--- src/shared/rcdr_pkg.sv ---
package rcdr_pkg;

   // register addresses on the internal register bus
   localparam logic [15:0] STATUS_ADDR = 16'h1800;
   localparam logic [15:0] CONTROL_ADDR = 16'h1801;

   // reset-cause field positions
   localparam int POR_BIT = 7;
   localparam int PIN_BIT = 6;
   localparam int WDOG_BIT = 5;
   localparam int OPCODE_BIT = 4;
   localparam int ADDR_BIT = 3;
   localparam int LOW_VOLT_BIT = 1;

   // forced reset bit of the debug control register
   localparam int FORCE_BIT = 0;

   // reset values and the constant read value of the control register
   localparam logic [7:0] STATUS_POR_VALUE = 8'h82;
   localparam logic [7:0] CONTROL_RESET = 8'h00;
   localparam logic [7:0] READ_ZERO = 8'h00;

   // designated illegal gaps on the small-memory variants
   localparam logic [15:0] GAP1_LO = 16'h0440;
   localparam logic [15:0] GAP1_HI = 16'h17FF;
   localparam logic [15:0] GAP2_LO = 16'h1834;
   localparam logic [15:0] GAP2_HI = 16'hBFFF;

   // system reset pulse length, rounded up to whole clocks
   localparam int CLK_PERIOD_NS = 8;
   localparam int RESET_HOLD_NS = 80;
   localparam int RESET_HOLD_CYCLES =
      (RESET_HOLD_NS + CLK_PERIOD_NS - 1) / CLK_PERIOD_NS;
   localparam logic [3:0] HOLD_LAST = 4'(RESET_HOLD_CYCLES - 1);
   localparam logic [3:0] HOLD_ZERO = 4'h0;

   // sources other than low voltage and debug force, ordered as status bits 6 down to 3
   typedef struct packed {
      logic pin;
      logic watchdog;
      logic illegal_opcode;
      logic illegal_address;
   } rcdr_other_type;

   // everything that may start a system reset in one cycle
   typedef struct packed {
      logic low_voltage;
      logic debug_force;
      rcdr_other_type other;
   } rcdr_cause_type;

   typedef enum logic [1:0] {
      ST_RUN = 2'b00,
      ST_RESET = 2'b01
   } rcdr_state_type;

endpackage : rcdr_pkg

--- src/core/rcdr_illegal_addr.sv ---
`timescale 1ns/100ps
module rcdr_illegal_addr #(
   parameter bit SMALL_MEMORY = 1'b1
) (
   input wire logic [15:0] addr_i,
   input wire logic access_i,
   output logic hit_o
);
   import rcdr_pkg::*;

   logic in_gap;

   // register areas lie outside both gaps, so their holes never hit
   always_comb begin
      in_gap = ((addr_i >= GAP1_LO) && (addr_i <= GAP1_HI)) ||
               ((addr_i >= GAP2_LO) && (addr_i <= GAP2_HI));
      hit_o = SMALL_MEMORY && access_i && in_gap;
   end

endmodule : rcdr_illegal_addr

--- src/core/rcdr_cause_encode.sv ---
`timescale 1ns/100ps
module rcdr_cause_encode #(
   parameter bit SMALL_MEMORY = 1'b1
) (
   input wire rcdr_pkg::rcdr_cause_type cause_i,
   input wire logic [7:0] status_i,
   output logic [7:0] next_status_o
);
   import rcdr_pkg::*;

   logic [3:0] other_bits;
   logic [3:0] masked;

   assign other_bits = cause_i.other;

   // one flag per other source; the address flag exists on small parts only
   genvar i;
   generate
      for (i = 0; i < 4; i++) begin : g_flag
         if (i == 0) begin : g_addr
            assign masked[i] = other_bits[i] & SMALL_MEMORY;
         end else begin : g_plain
            assign masked[i] = other_bits[i];
         end
      end
   endgenerate

   // low voltage wins and keeps the power-on flag; debug alone sets nothing
   always_comb begin
      next_status_o = READ_ZERO;
      if (cause_i.low_voltage) begin
         next_status_o[POR_BIT] = status_i[POR_BIT];
         next_status_o[LOW_VOLT_BIT] = 1'b1;
      end else begin
         next_status_o[PIN_BIT:ADDR_BIT] = masked;
      end
   end

endmodule : rcdr_cause_encode

--- src/core/rcdr_top.sv ---
`timescale 1ns/100ps
// Operation
// - six read-only cause flags in one byte name the latest reset source
// - a debug forced reset leaves every cause flag cleared
// - any write to the status address restarts watchdog, flags unchanged
// - power-on sets bit 7 and the low-voltage flag, clears the others
// - low-voltage reset sets its flag, keeps power-on flag, clears rest
// - other resets set flags of active sources, clear power and voltage
// - bit 6 marks a reset from a low level on the reset pin
// - bit 5 marks watchdog timeout; none while watchdog is disabled
// - undefined opcodes, disabled stop or background reset and set bit 4
// - access to a designated illegal range resets and sets bit 3
// - small parts: gaps 0440-17FF and 1834-BFFF are illegal
// - holes inside register areas are never illegal addresses
// - the illegal-address flag exists only on small-memory variants
// - enabled low-voltage trip resets and sets bit 1
// - user program writes to the debug control register are ignored
// - the debug control register always reads zero
// - a debug write of one to bit 0 forces a full system reset
module rcdr_top #(
   parameter bit SMALL_MEMORY = 1'b1
) (
   input wire logic clk_sys_i,
   input wire logic rst_i,
   input wire logic ce_i,
   input wire logic [15:0] bus_addr_i,
   input wire logic bus_wr_i,
   input wire logic bus_rd_i,
   input wire logic [7:0] bus_wdata_i,
   input wire logic bus_debug_i,
   input wire logic reset_pin_n_i,
   input wire logic watchdog_timeout_i,
   input wire logic watchdog_enable_i,
   input wire logic opcode_undefined_i,
   input wire logic stop_exec_i,
   input wire logic stop_mode_enable_i,
   input wire logic enter_background_instruction_i,
   input wire logic active_background_enable_i,
   input wire logic low_voltage_trip_i,
   input wire logic low_voltage_reset_enable_i,
   output logic [7:0] bus_rdata_o,
   output logic watchdog_restart_o,
   output logic system_reset_o,
   output logic [7:0] reset_cause_status_o
);
   import rcdr_pkg::*;

   rcdr_state_type state;
   rcdr_state_type next_state;
   logic [3:0] hold_count;
   logic [3:0] next_hold_count;
   logic [7:0] status;
   logic [7:0] next_status;
   logic [7:0] encoded_status;
   logic [7:0] rdata;
   logic [7:0] next_rdata;
   logic restart;
   logic next_restart;
   logic sel_status;
   logic sel_control;
   logic user_access;
   logic illegal_hit;
   logic any_cause;
   logic enter_reset;
   rcdr_cause_type cause;

   // address decode of the two registers
   assign sel_status = (bus_addr_i == STATUS_ADDR);
   assign sel_control = (bus_addr_i == CONTROL_ADDR);
   assign user_access = (bus_rd_i || bus_wr_i) && !bus_debug_i;

   // only program accesses can trip the illegal-address detector
   rcdr_illegal_addr #(
      .SMALL_MEMORY(SMALL_MEMORY)
   ) u_illegal_addr (
      .addr_i(bus_addr_i),
      .access_i(user_access),
      .hit_o(illegal_hit)
   );

   // gather every reset source seen this cycle
   always_comb begin
      cause.low_voltage = low_voltage_trip_i &&
                          low_voltage_reset_enable_i;
      cause.debug_force = bus_wr_i && sel_control && bus_debug_i &&
                          bus_wdata_i[FORCE_BIT];
      cause.other.pin = !reset_pin_n_i;
      cause.other.watchdog = watchdog_timeout_i &&
                             watchdog_enable_i;
      cause.other.illegal_opcode = opcode_undefined_i ||
         (stop_exec_i && !stop_mode_enable_i) ||
         (enter_background_instruction_i &&
          !active_background_enable_i);
      cause.other.illegal_address = illegal_hit;
   end

   assign any_cause = cause.low_voltage || cause.debug_force ||
                      (cause.other != 4'h0);
   assign enter_reset = ce_i && (state == ST_RUN) && any_cause;

   // next flag byte for whatever reset is being started
   rcdr_cause_encode #(
      .SMALL_MEMORY(SMALL_MEMORY)
   ) u_cause_encode (
      .cause_i(cause),
      .status_i(status),
      .next_status_o(encoded_status)
   );

   // reset sequencer: a fixed-length system reset per detected cause
   always_comb begin
      next_state = state;
      next_hold_count = hold_count;
      case (state)
         ST_RUN: begin
            if (any_cause) begin
               next_state = ST_RESET;
               next_hold_count = HOLD_LAST;
            end
         end
         ST_RESET: begin
            // the last count returns to ST_RUN; sources still active in the next cycle restart the sequence
            if (hold_count == HOLD_ZERO) begin
               next_state = ST_RUN;
            end else begin
               next_hold_count = hold_count - 4'h1;
            end
         end
         default: begin
            next_state = ST_RUN;
            next_hold_count = HOLD_ZERO;
         end
      endcase
   end

   always_ff @(posedge clk_sys_i or posedge rst_i) begin
      if (rst_i) begin
         state <= ST_RUN;
         hold_count <= HOLD_ZERO;
      end else if (ce_i) begin
         state <= next_state;
         hold_count <= next_hold_count;
      end
   end

   assign system_reset_o = (state == ST_RESET);

   // cause flags change only when a reset starts; bus writes never touch them
   always_comb begin
      next_status = status;
      if ((state == ST_RUN) && any_cause) begin
         next_status = encoded_status;
      end
      next_status[2] = 1'b0;
      next_status[0] = 1'b0;
   end

   // power-up is the asynchronous reset itself
   always_ff @(posedge clk_sys_i or posedge rst_i) begin
      if (rst_i) begin
         status <= STATUS_POR_VALUE;
      end else if (ce_i) begin
         status <= next_status;
      end
   end

   assign reset_cause_status_o = status;

   // read data and watchdog restart, both registered for clean timing
   always_comb begin
      next_rdata = READ_ZERO;
      if (bus_rd_i && sel_status) begin
         next_rdata = status;
      end else if (bus_rd_i && sel_control) begin
         next_rdata = CONTROL_RESET;
      end
      next_restart = bus_wr_i && sel_status;
   end

   always_ff @(posedge clk_sys_i or posedge rst_i) begin
      if (rst_i) begin
         rdata <= READ_ZERO;
         restart <= 1'b0;
      end else if (ce_i) begin
         rdata <= next_rdata;
         restart <= next_restart;
      end
   end

   assign bus_rdata_o = rdata;
   assign watchdog_restart_o = restart;
endmodule : rcdr_top

--- config.mk ---
export PLATFORM = sky130hd
export DESIGN_NAME = rcdr_top
export DESIGN_NICKNAME = d
export VERILOG_FILES = /design/src/shared/rcdr_pkg.sv /design/src/core/rcdr_illegal_addr.sv /design/src/core/rcdr_cause_encode.sv /design/src/core/rcdr_top.sv
export SDC_FILE = /design/constraint.sdc
export NUM_CORES = 1
export LEC_CHECK = 0
export ABC_CLOCK_PERIOD_IN_PS = 3200
export BUFFER_PORTS_ARGS = -buffer_cell sky130_fd_sc_hd__buf_2
export CORE_MARGIN = 1
export CORE_UTILIZATION = 35
export CTS_CLUSTER_DIAMETER = 40
export CTS_CLUSTER_SIZE = 10
export DETAILED_ROUTE_END_ITERATION = 16
export PLACE_DENSITY = 0.69
export RECOVER_POWER = 25
export SYNTH_ARGS = -nofsm -noshare
export SYNTH_HDL_FRONTEND = slang
export SYNTH_HIERARCHICAL = 1
export SYNTH_SLANG_ARGS = --single-unit
--- constraint.sdc ---
create_clock -name clk_sys_i -period 3.2 [get_ports clk_sys_i]
set_input_delay 0.16 -clock clk_sys_i [delete_from_list [all_inputs] [get_ports clk_sys_i]]
set_output_delay 0.16 -clock clk_sys_i [all_outputs]
set_load 0.01 [all_outputs]
==> flow_summary.json <==
{
  "overflow": 0,
  "route.detailed.drc": 2,
  "final_nets": 197,
  "drv_cap": 0,
  "reg2reg_setup_slack_ps": 1700,
  "arrival_ps": 2580,
  "root_buffer": "clkbuf_4",
  "grt_pass1_vias": 970,
  "min_period_over_period_pct": 74.8,
  "drtPass1Iterations": 9,
  "routabilityCongestion": 0.779,
  "rr_worst_depth": 3,
  "antenna_found_initial": 0,
  "avgRoutedWirePerCell_um": 12.9,
  "worstMarginPinSlew_ps": 667,
  "hp-start": "bus_wr_i",
  "core-area_um2": 2830,
  "die_w_um": 57.1,
  "layout-drive-gt1-share_pct": 36.4,
  "ir_drop_v": 0.000230,
  "diodes": 0,
  "drt_iter0_markers": 18,
  "holdWs_ps": 104,
  "path_clk_slew_ps": 110,
  "final_area_um2": 1340,
  "wirelength_mm": 2.39,
  "violations": "DRC",
  "cts_tree": "built",
  "io_pins": 58,
  "die_area_um2": 3260,
  "port_buffers": 46,
  "placedCellCount": 180,
  "worstHoldEndpoint": "watchdog_restart_o",
  "post_cts_buffers": 0,
  "cp-start-kind": "input port",
  "ctsResizeCount": 0,
  "power.leakage_uw": 0.000650,
  "outcome": "complete, but fails checks",
  "rows": 19,
  "hold_class": "in2reg",
  "hpwl_mm": 1.95,
  "grt_max_degree": 19,
  "rr_startpoint": "state[0]",
  "clock_sinks": 18,
  "cts-htree-levels": 1,
  "clkLatencyLatePin_ps": 290,
  "syn_avg_cell_area_um2": 10.0,
  "drv_slew": 0,
  "initial_core_util_pct": 37.6,
  "critical_path_peak_fanout": 6,
  "whs_path_depth": 2,
  "slew_headroom_pct": 55.5,
  "setup_slack_ps": 807,
  "end_kind": "register",
  "powerDensity_nw_per_um2": 468,
  "cts_buffers": 3,
  "yosysWarnings": 6,
  "cts.hold.buffers_added": 1,
  "crit_required_ps": 3390,
  "fin_skew_ps": 3.22,
  "syn_area_um2": 1060,
  "setup_viol": 0,
  "grt_pass1_wl_mm": 4.05,
  "ant_nets": 0,
  "fmax_ghz": 0.418,
  "num_vias": 972,
  "netlist_instances": 106,
  "pre_cts_ws_ps": 493,
  "path_class": "in2reg",
  "cts_buffer_depth": 2,
  "rsz0062_at_grt": "no",
  "grt_usage_pct": 16.1,
  "die_y_um": 57.1,
  "fin_cells": 185,
  "r2r_end": "reset_cause_status_o[3]",
  "place_area_um2": 1310,
  "synthToLayoutAreaGrowth_pct": 26.2,
  "avgViaCountPerCell": 5.25,
  "hold_violations": 0,
  "min_period_ps": 2390,
  "setup_tns_ps": 0
}
==> metal layers <==
layer	vias to the layer above	wire length [µm]	part of all wire [%]	GRT usage, %
met5	-	0	0	0
met4	0	12	0.50	6.97
met3	2	100	4.2	3.63
met2	24	1240	52	29.2
met1	467	1040	44	18.1
li1	479	-	-	-
==> registers in the layout (all words and copies together), names as in the netlist <==
| name | flops |
|---|---|
| bus_rdata_o | 6 |
| hold_count | 4 |
| reset_cause_status_o | 6 |
| state | 1 |
| watchdog_restart_o | 1 |
==> layout by cell type (no fill, tap or decap), types with 4 or more instances in the layout <==
cell,n
nor2_1,6
inv_1,10
dfrtp_1,16
nor2b_1,5
nor4_1,6
mux2_2,7
nand2_1,4
clkbuf_1,8
nor3_1,4
a22o_1,6
conb_1,4
buf_2,38
==> stage by stage <==
step                total power [µW]  utilization, %
finish                           628            47.5
global route                     675            47.5
CTS                              633            47.8
detailed placement               490            46.2
global placement                 481            46.2
floorplan                        427               -
==> power by group <==
group          total (µW)  internal, µW  leakage, µW  switching [µW]
logic                 177          92.1     0.000402            84.4
clock network         144          69.3    0.0000210            74.8
registers             307           269     0.000227            37.7
total                 628           431     0.000650             197
==> worst max-delay path by stage <==
stage / startpoint / endpoint / slack [ps] / cells after the start
after global routing: bus_addr_i[8] / reset_cause_status_o[5] / 760 / 8
final: bus_addr_i[8] / reset_cause_status_o[3] / 810 / 8
after floorplan: bus_addr_i[8] / reset_cause_status_o[3] / 780 / 7
after detailed placement: bus_addr_i[8] / reset_cause_status_o[3] / 490 / 8
after global placement: bus_addr_i[8] / reset_cause_status_o[6] / 510 / 8
after CTS: bus_addr_i[8] / reset_cause_status_o[3] / 810 / 8
==> critical path, stage by stage <==
cell and delay, ps:
buf_2 110, o41a_1 410, o211a_1 210, o31a_1 280, nand2b_1 140, or4_4 550, a31oi_4 330, mux2_2 380
==> final cells by class <==
cell class	count	area (µm²)
Tap cell	31	38.8
Inverter	10	37.5
Sequential cell	18	453
Fill cell	277	1490
Multi-Input combinational cell	74	539
Timing Repair Buffer	48	238
Clock buffer	4	36.3
Power figures use the tool's default switching activity.
